[src/logic/pio_pkg.sv]
// pio_pkg: register addresses, reset values and sizes for the port block
// assumes an 8-bit special-function-register bus with byte and bit access
package pio_pkg;
  localparam int PIO_PORTS = 3;
  localparam int PIO_PINS = 24;
  localparam logic [7:0] PIO_ADDR_P0_LATCH = 8'h80;
  localparam logic [7:0] PIO_ADDR_P1_LATCH = 8'h90;
  localparam logic [7:0] PIO_ADDR_P2_LATCH = 8'hA0;
  localparam logic [7:0] PIO_ADDR_P0_DRIVE = 8'hA4;
  localparam logic [7:0] PIO_ADDR_P1_DRIVE = 8'hA5;
  localparam logic [7:0] PIO_ADDR_P2_DRIVE = 8'hA6;
  localparam logic [7:0] PIO_ADDR_P0_OVRD = 8'hB0;
  localparam logic [7:0] PIO_ADDR_P0_MASK = 8'hC7;
  localparam logic [7:0] PIO_ADDR_P1_MASK = 8'hCD;
  localparam logic [7:0] PIO_ADDR_P1_VALUE = 8'hCE;
  localparam logic [7:0] PIO_ADDR_P0_SKIP = 8'hD4;
  localparam logic [7:0] PIO_ADDR_P1_SKIP = 8'hD5;
  localparam logic [7:0] PIO_ADDR_P2_SKIP = 8'hD6;
  localparam logic [7:0] PIO_ADDR_P0_VALUE = 8'hD7;
  localparam logic [7:0] PIO_ADDR_P0_KIND = 8'hF1;
  localparam logic [7:0] PIO_ADDR_P1_KIND = 8'hF2;
  localparam logic [7:0] PIO_ADDR_P2_KIND = 8'hF3;
  localparam logic [7:0] PIO_RST_LATCH = 8'hFF;
  localparam logic [7:0] PIO_RST_DRIVE = 8'h00;
  localparam logic [7:0] PIO_RST_OVRD = 8'h00;
  localparam logic [7:0] PIO_RST_MASK = 8'h00;
  localparam logic [7:0] PIO_RST_SKIP = 8'h00;
  localparam logic [7:0] PIO_RST_VALUE = 8'hFF;
  localparam logic [7:0] PIO_RST_KIND = 8'hFF;
endpackage

[src/logic/pio_port.sv]
// pio_port: three 8-bit ports with latches, pin readback, drive modes and match detect
// assumes pins arrive asynchronously; bus, crossbar and control inputs share clk
// Notes on behaviour
// - unclaimed digital pins are driven from their latch bit
// - port latches take byte writes and single-bit writes
// - a write stores into the latch, held until rewritten
// - a plain read returns pin levels, even for crossbar-claimed pins
// - read-modify-write reads return the latch, not the pins
// - latch 0 drives low; 1 drives high, or floats when open-drain
// - analog pins read 0; digital pins read their level
// - input kind 0 makes pin analog: no pullup, driver, receiver
// - drive type 0 open-drain, 1 push-pull; ignored for analog pins
// - pins carrying I2C signals are always open-drain
// - bypass bit 1 makes the crossbar skip that pin
// - ports 0 and 1 flag match when masked pins differ from value
// - mask bit 0 excludes the pin from comparison
// - match raises interrupt when enabled, and always wakes the oscillator
// - port 0 overdrive bit selects normal or high-impedance overdrive
// - crossbar off disables all output drivers
// - weak pullup on open-drain pins unless disabled, driving low or analog
`timescale 1ns/10ps
module pio_port
(
  input wire logic clk,
  input wire logic resetn,
  input wire logic [7:0] sfr_addr,
  input wire logic sfr_wr,
  input wire logic [7:0] sfr_wdata,
  input wire logic sfr_bit_wr,
  input wire logic [2:0] sfr_bit_num,
  input wire logic sfr_bit_val,
  input wire logic sfr_rd,
  input wire logic sfr_rmw,
  output logic [7:0] sfr_rdata,
  input wire logic crossbar_on,
  input wire logic pullup_disable,
  input wire logic match_irq_enable,
  input wire logic [23:0] xbar_claim,
  input wire logic [23:0] xbar_data,
  input wire logic [23:0] i2c_route,
  input wire logic [23:0] pin_in,
  output logic [23:0] pin_out,
  output logic [23:0] pin_oe,
  output logic [23:0] pin_pullup,
  output logic [23:0] pin_digital,
  output logic [23:0] crossbar_bypass,
  output logic [7:0] port0_overdrive,
  output logic match_event,
  output logic match_irq,
  output logic osc_wake
);
  logic [7:0] latch [3];
  logic [7:0] next_latch [3];
  logic [7:0] kind [3];
  logic [7:0] next_kind [3];
  logic [7:0] drive [3];
  logic [7:0] next_drive [3];
  logic [7:0] skip [3];
  logic [7:0] next_skip [3];
  logic [7:0] mask [2];
  logic [7:0] next_mask [2];
  logic [7:0] value [2];
  logic [7:0] next_value [2];
  logic [7:0] ovrd;
  logic [7:0] next_ovrd;
  logic [7:0] next_rdata;
  logic [23:0] pin_meta;
  logic [23:0] pin_sync;
  logic [23:0] pin_level;
  logic [23:0] next_out;
  logic [23:0] next_oe;
  logic [23:0] next_pullup;
  logic mismatch;
  logic [23:0] next_digital;
  logic [23:0] next_bypass;
  logic next_event;
  logic next_irq;

  // port number for a latch address, 3 when none
  function automatic logic [1:0] latch_port(input logic [7:0] a);
    if (a == pio_pkg::PIO_ADDR_P0_LATCH)
      latch_port = 2'h0;
    else if (a == pio_pkg::PIO_ADDR_P1_LATCH)
      latch_port = 2'h1;
    else if (a == pio_pkg::PIO_ADDR_P2_LATCH)
      latch_port = 2'h2;
    else
      latch_port = 2'h3;
  endfunction

  always_comb
  begin
    logic [1:0] lp;
    lp = latch_port(sfr_addr);
    next_latch = latch;
    next_kind = kind;
    next_drive = drive;
    next_skip = skip;
    next_mask = mask;
    next_value = value;
    next_ovrd = ovrd;
    if (sfr_wr)
    begin
      if (lp != 2'h3)
        next_latch[lp] = sfr_wdata;
      else if (sfr_addr == pio_pkg::PIO_ADDR_P0_KIND)
        next_kind[0] = sfr_wdata;
      else if (sfr_addr == pio_pkg::PIO_ADDR_P1_KIND)
        next_kind[1] = sfr_wdata;
      else if (sfr_addr == pio_pkg::PIO_ADDR_P2_KIND)
        next_kind[2] = sfr_wdata;
      else if (sfr_addr == pio_pkg::PIO_ADDR_P0_DRIVE)
        next_drive[0] = sfr_wdata;
      else if (sfr_addr == pio_pkg::PIO_ADDR_P1_DRIVE)
        next_drive[1] = sfr_wdata;
      else if (sfr_addr == pio_pkg::PIO_ADDR_P2_DRIVE)
        next_drive[2] = sfr_wdata;
      else if (sfr_addr == pio_pkg::PIO_ADDR_P0_SKIP)
        next_skip[0] = sfr_wdata;
      else if (sfr_addr == pio_pkg::PIO_ADDR_P1_SKIP)
        next_skip[1] = sfr_wdata;
      else if (sfr_addr == pio_pkg::PIO_ADDR_P2_SKIP)
        next_skip[2] = sfr_wdata;
      else if (sfr_addr == pio_pkg::PIO_ADDR_P0_MASK)
        next_mask[0] = sfr_wdata;
      else if (sfr_addr == pio_pkg::PIO_ADDR_P1_MASK)
        next_mask[1] = sfr_wdata;
      else if (sfr_addr == pio_pkg::PIO_ADDR_P0_VALUE)
        next_value[0] = sfr_wdata;
      else if (sfr_addr == pio_pkg::PIO_ADDR_P1_VALUE)
        next_value[1] = sfr_wdata;
      else if (sfr_addr == pio_pkg::PIO_ADDR_P0_OVRD)
        next_ovrd = sfr_wdata;
    end
    else if (sfr_bit_wr && lp != 2'h3)
      next_latch[lp][sfr_bit_num] = sfr_bit_val;
  end

  always_comb
  begin
    logic [1:0] lp;
    lp = latch_port(sfr_addr);
    next_rdata = 8'h00;
    if (sfr_rd)
    begin
      if (lp != 2'h3 && sfr_rmw)
        next_rdata = latch[lp];
      else if (lp == 2'h0)
        next_rdata = pin_level[7:0];
      else if (lp == 2'h1)
        next_rdata = pin_level[15:8];
      else if (lp == 2'h2)
        next_rdata = pin_level[23:16];
      else if (sfr_addr == pio_pkg::PIO_ADDR_P0_KIND)
        next_rdata = kind[0];
      else if (sfr_addr == pio_pkg::PIO_ADDR_P1_KIND)
        next_rdata = kind[1];
      else if (sfr_addr == pio_pkg::PIO_ADDR_P2_KIND)
        next_rdata = kind[2];
      else if (sfr_addr == pio_pkg::PIO_ADDR_P0_DRIVE)
        next_rdata = drive[0];
      else if (sfr_addr == pio_pkg::PIO_ADDR_P1_DRIVE)
        next_rdata = drive[1];
      else if (sfr_addr == pio_pkg::PIO_ADDR_P2_DRIVE)
        next_rdata = drive[2];
      else if (sfr_addr == pio_pkg::PIO_ADDR_P0_SKIP)
        next_rdata = skip[0];
      else if (sfr_addr == pio_pkg::PIO_ADDR_P1_SKIP)
        next_rdata = skip[1];
      else if (sfr_addr == pio_pkg::PIO_ADDR_P2_SKIP)
        next_rdata = skip[2];
      else if (sfr_addr == pio_pkg::PIO_ADDR_P0_MASK)
        next_rdata = mask[0];
      else if (sfr_addr == pio_pkg::PIO_ADDR_P1_MASK)
        next_rdata = mask[1];
      else if (sfr_addr == pio_pkg::PIO_ADDR_P0_VALUE)
        next_rdata = value[0];
      else if (sfr_addr == pio_pkg::PIO_ADDR_P1_VALUE)
        next_rdata = value[1];
      else if (sfr_addr == pio_pkg::PIO_ADDR_P0_OVRD)
        next_rdata = ovrd;
    end
  end

  // per-pin drive, pullup and readback
  genvar gi;
  generate
    for (gi = 0; gi < pio_pkg::PIO_PINS; gi++)
    begin : g_pin
      logic dig;
      logic od;
      logic dat;
      assign dig = kind[gi / 8][gi % 8];
      assign od = ~drive[gi / 8][gi % 8] | i2c_route[gi];
      assign dat = xbar_claim[gi] ? xbar_data[gi] : latch[gi / 8][gi % 8];
      assign pin_level[gi] = dig & pin_sync[gi];
      assign next_out[gi] = dat;
      assign next_oe[gi] = crossbar_on & dig & (~dat | ~od);
      assign next_pullup[gi] = ~pullup_disable & dig & od & ~(next_oe[gi] & ~dat);
    end
  endgenerate

  // masked compare on ports 0 and 1
  assign mismatch = (|((pin_level[7:0] ^ value[0]) & mask[0]))
    | (|((pin_level[15:8] ^ value[1]) & mask[1]));

  // next values of the exported configuration and match outputs
  always_comb
  begin
    next_digital = {kind[2], kind[1], kind[0]};
    next_bypass = {skip[2], skip[1], skip[0]};
    next_event = mismatch;
    next_irq = mismatch & match_irq_enable;
  end

  always_ff @(posedge clk or negedge resetn)
  begin
    if (!resetn)
    begin
      for (int p = 0; p < pio_pkg::PIO_PORTS; p++)
      begin
        latch[p] <= pio_pkg::PIO_RST_LATCH;
        kind[p] <= pio_pkg::PIO_RST_KIND;
        drive[p] <= pio_pkg::PIO_RST_DRIVE;
        skip[p] <= pio_pkg::PIO_RST_SKIP;
      end
      for (int p = 0; p < 2; p++)
      begin
        mask[p] <= pio_pkg::PIO_RST_MASK;
        value[p] <= pio_pkg::PIO_RST_VALUE;
      end
      ovrd <= pio_pkg::PIO_RST_OVRD;
    end
    else
    begin
      latch <= next_latch;
      kind <= next_kind;
      drive <= next_drive;
      skip <= next_skip;
      mask <= next_mask;
      value <= next_value;
      ovrd <= next_ovrd;
    end
  end

  always_ff @(posedge clk or negedge resetn)
  begin
    if (!resetn)
      sfr_rdata <= 8'h00;
    else
      sfr_rdata <= next_rdata;
  end

  // pins change off our clock, so two flops stand before any logic reads them
  always_ff @(posedge clk or negedge resetn)
  begin
    if (!resetn)
    begin
      pin_meta <= 24'h000000;
      pin_sync <= 24'h000000;
    end
    else
    begin
      pin_meta <= pin_in;
      pin_sync <= pin_meta;
    end
  end

  always_ff @(posedge clk or negedge resetn)
  begin
    if (!resetn)
    begin
      pin_out <= {3{pio_pkg::PIO_RST_LATCH}};
      pin_oe <= 24'h000000;
      pin_pullup <= 24'h000000;
    end
    else
    begin
      pin_out <= next_out;
      pin_oe <= next_oe;
      pin_pullup <= next_pullup;
    end
  end

  always_ff @(posedge clk or negedge resetn)
  begin
    if (!resetn)
    begin
      pin_digital <= {3{pio_pkg::PIO_RST_KIND}};
      crossbar_bypass <= {3{pio_pkg::PIO_RST_SKIP}};
      port0_overdrive <= pio_pkg::PIO_RST_OVRD;
    end
    else
    begin
      pin_digital <= next_digital;
      crossbar_bypass <= next_bypass;
      port0_overdrive <= ovrd;
    end
  end

  // wake follows the mismatch alone, it never waits for the interrupt enable
  always_ff @(posedge clk or negedge resetn)
  begin
    if (!resetn)
    begin
      match_event <= 1'b0;
      match_irq <= 1'b0;
      osc_wake <= 1'b0;
    end
    else
    begin
      match_event <= next_event;
      match_irq <= next_irq;
      osc_wake <= next_event;
    end
  end
endmodule

[config.mk]
export PLATFORM = sky130hd
export DESIGN_NAME = pio_port
export DESIGN_NICKNAME = d
export VERILOG_FILES = /design/src/logic/pio_pkg.sv /design/src/logic/pio_port.sv
export SDC_FILE = /design/constraint.sdc
export NUM_CORES = 1
export LEC_CHECK = 0
export ABC_AREA = 1
export ABC_CLOCK_PERIOD_IN_PS = 1300
export BUFFER_PORTS_ARGS = -buffer_cell sky130_fd_sc_hd__buf_2
export CAP_MARGIN = 20
export CELL_PAD_IN_SITES_DETAIL_PLACEMENT = 1
export CELL_PAD_IN_SITES_GLOBAL_PLACEMENT = 1
export CORE_UTILIZATION = 38
export DETAILED_ROUTE_END_ITERATION = 10
export GPL_ROUTABILITY_DRIVEN = 0
export GPL_TIMING_DRIVEN = 0
export PLACE_DENSITY_LB_ADDON = 0.3
export SLEW_MARGIN = 0
export SYNTH_ARGS = -nofsm -noshare
export SYNTH_HDL_FRONTEND = slang
export SYNTH_SLANG_ARGS = --single-unit
[constraint.sdc]
create_clock -name clk -period 1.3 [get_ports clk]
set_input_delay 0.26 -clock clk [delete_from_list [all_inputs] [get_ports clk]]
set_output_delay 0.26 -clock clk [all_outputs]
set_load 0.05 [all_outputs]
==> results.sh <==
export IMPL_drtAntennaViolNets=0
export IMPL_cp_end_kind="register"
export IMPL_start_kind="input port"
export IMPL_dpl_hpwl_mm=34.58
export IMPL_maxCapViolCount=0
export IMPL_min_period_ns=1.724
export IMPL_grt_pass1_wl_mm=79.03
export IMPL_synth_edf_count=0
export IMPL_rr_worst_depth=12
export IMPL_syn_num_nets=1446
export IMPL_synth_commonest_cells="378 x nand2_1, 210 x dfrtp_1, 123 x o21ai_0, 112 x dfstp_2, 104 x inv_1"
export IMPL_port_buffers=262
export IMPL_wl_per_cell_um=25.09
export IMPL_synth_top_cell_area_share_pct=40.60
export IMPL_cts_made_buffers=35
export IMPL_cts_root_buffer="clkbuf_16"
export IMPL_die_area_um2=34800
export IMPL_hold_class="input port to async pin"
export IMPL_gr_total_overflow=0
export IMPL_path_cells="buf_4 > nand2_1 > nor2_2 > nand3_4 > nor2_4 > inv_2 > nand2_4 > a21oi_1 > nand2_2 > nand2_1 > nand4_1 > nand2_2 > a21oi_2"
export IMPL_cellLeakagePower_nw=9.150
export IMPL_worstPathRequired_ns=1.75
export IMPL_yosysTopAreaCell="dfrtp_1"
export IMPL_synth_seq_area_share_pct=63.33
export IMPL_drt_first_pass_iters=5
export IMPL_clock_latency_ns=0.52
export IMPL_grt_pass1_vias=13185
export IMPL_critical_path_depth=13
export IMPL_async_flop_share_pct=100.0
export IMPL_drv_slew=0
export IMPL_routed_wl_mm=55.94
export IMPL_cts_sinks=322
export IMPL_drt_first_iter_violations=954
export IMPL_clk_pin_slew_ns=0.07
export IMPL_max_freq_ghz=0.5802
export IMPL_drive_above_1_share_pct=47.53
export IMPL_synth_avg_cell_area_um2=9.798
export IMPL_io_pins=264
export IMPL_max_slew_margin_rel_pct=28.10
export IMPL_synthCells=1321
export IMPL_die_y_um=186.6
export IMPL_grt_max_degree=127
export IMPL_die_w_um=186.6
export IMPL_power_w=0.02395
export IMPL_finalHoldViolCount=66
export IMPL_antenna_found_initial=1
export IMPL_synth_most_common_cell="nand2_1"
export IMPL_postLayoutSetupSlackWorst_ns=-0.4236
export IMPL_ys_top_cells_by_area="dfrtp_1 41%, dfstp_2 23%, nand2_1 11%, o21ai_0 4.8%, inv_1 3.0%"
export IMPL_whs_ns=-0.2095
export IMPL_cp_arrival_ns=2.18
export IMPL_violations="hold timing, setup timing"
export IMPL_core_region_area_um2=33530
export IMPL_cp_num_buf_inv=2
export IMPL_worst_ir_drop_vdd_v=0.0009716
export IMPL_finalClockSkew_ns=0.01752
export IMPL_nets=1881
export IMPL_finalSetupTns_ns=-21.89
export IMPL_syn_to_final_growth_pct=51.41
export IMPL_ys_ff_latch=322
export IMPL_viasPerCell=5.539
export IMPL_fin_crit_sh_pct=132.6
export IMPL_max_slew_worst_pin_slew_ns=1.078
export IMPL_fp_row_count=67
export IMPL_yosys_warnings=0
export IMPL_cpMaxStageDelayCell="nor2_2"
export IMPL_clockBufferDepth=3
export IMPL_drc_errors=0
export IMPL_cpPeakStageDelay_ns=0.24
export IMPL_start_util_pct=38.60
export IMPL_syn_cell_area_um2=12940
export IMPL_cts_tree="done"
export IMPL_setup_viol=206
export IMPL_dpl_worst_slack_ns=-1.182
export IMPL_path_delay_family="simple AND/OR/NAND/NOR gates"
export IMPL_synthFlopType="dfrtp_1"
export IMPL_critPathKind="input port to register"
export IMPL_track_usage_pct=30.25
export IMPL_cellPowerDensity_nw_per_um2=1222
export IMPL_outcome="complete, but fails checks"
export IMPL_num_vias=12346
export IMPL_grt_setup_unrepaired="yes"
export IMPL_yosysUniqueCellTypes=41
export IMPL_htree_num_levels=2
export IMPL_crit_fanout=8
-- cells by family (layout without fill, tap and decap cells) --
group | after synthesis | after routing | synth area share, %
and+or+nand+nor | 517 | 517 | 16.98
DFF | 322 | 322 | 63.33
AOI/OAI and AO/OA | 310 | 310 | 13.56
buffers and inverters | 156 | 615 | 4.746
muxes | 16 | 16 | 1.373
other | 0 | 1 | 0
-- worst paths after layout --
check / startpoint / endpoint / slack (ns)
max: sfr_addr[4] / sfr_rdata[2] / -0.42
min: resetn / pin_oe[15] / -0.21
max reg2reg: value[5] / sfr_rdata[5] / -0.34
min reg2reg: pin_meta[20] / pin_sync[20] / 0.35
max in group asynchronous: resetn / next_bypass[22] / 0.35
min in group clk: xbar_claim[12] / pin_out[12] / 0
-- layout by cell type, fill, tap and decap left out, types with 7 or more instances in the layout --
master	count
nand3_1	34
nand2_1	251
nand4_1	8
o2111ai_1	14
dfstp_2	112
o22ai_1	29
inv_1	79
clkbuf_16	35
buf_12	10
clkbuf_1	23
o21ai_0	65
a21oi_2	10
o21a_1	7
inv_2	27
nand2_2	97
a22oi_1	13
buf_6	123
nand2_4	28
dlygate4sd3_1	33
nor2_4	18
nor3_1	8
nand2_8	8
mux2_2	14
or2_2	10
buf_2	117
nor2_1	30
o21ai_2	35
buf_4	76
dfrtp_1	209
buf_8	52
o2111ai_2	10
o21ai_1	52
a21oi_1	62
-- per-layer routing --
| layer | vias up | GRT usage (%) | share of wire (%) |
|---|---|---|---|
| met3 | 195 | 6.432 | 6.4 |
| met1 | 6300 | 35.98 | 38 |
| met4 | 0 | 16.20 | 5.5 |
| met2 | 577 | 51.38 | 50 |
| li1 | 5274 | - | - |
| met5 | - | 0 | 0 |
-- worst reg2reg max path, cell delays in order (launching register included) --
cell and delay, ns:
dfstp_2 0.54, inv_2 0.04, nand2_2 0.07, nand3_2 0.07, nand4_1 0.14, nand2_1 0.09
nand2_1 0.09, nand2_1 0.06, nand2_1 0.07, nand2_1 0.09, nand2_2 0.07, nand2_2 0.07
a21oi_2 0.17
-- where the power goes --
group	leakage [nW]	internal, W	switching [W]
sequential	3.95	0.0106	0.000420
clock	0.537	0.00582	0.00410
combinational	4.67	0.00111	0.00192
-- metrics by stage --
stage	utilization (%)	cells	hold WS [ns]	area [um2]
final	58.44	2229	-0.2095	19600
after global routing	58.44	2228	-0.1077	19600
after CTS	55.85	2193	-0.1463	18730
after detailed placement	45.76	2033	0.3356	15340
after global placement	45.56	2031	0.3332	15280
after floorplan	-	1321	-0.03559	13410
-- timing repair --
item / in CTS / in global routing
setup endpoints to repair: 281 / 279
gates resized for setup: 463 / 174
hold buffers: 31 / 2
cloned: 4 / 2
pin swaps: 57 / 47
buffers inserted: 65 / 33
endpoints found under the hold margin: 96 / 67
-- final cells by class --
| cell class | count | area (um2) |
|---|---|---|
| clock inverter | 10 | 133.9 |
| buffer | 35 | 249.0 |
| timing repair buffer | 400 | 3777 |
| clock buffer | 51 | 975.9 |
| fill | 3582 | 13930 |
| inverter | 119 | 544.3 |
| antenna | 1 | 2.502 |
| tap | 448 | 560.5 |
| sequential | 322 | 8199 |
| multi-input combinational | 843 | 5155 |
(Power assumes the default switching activity.)
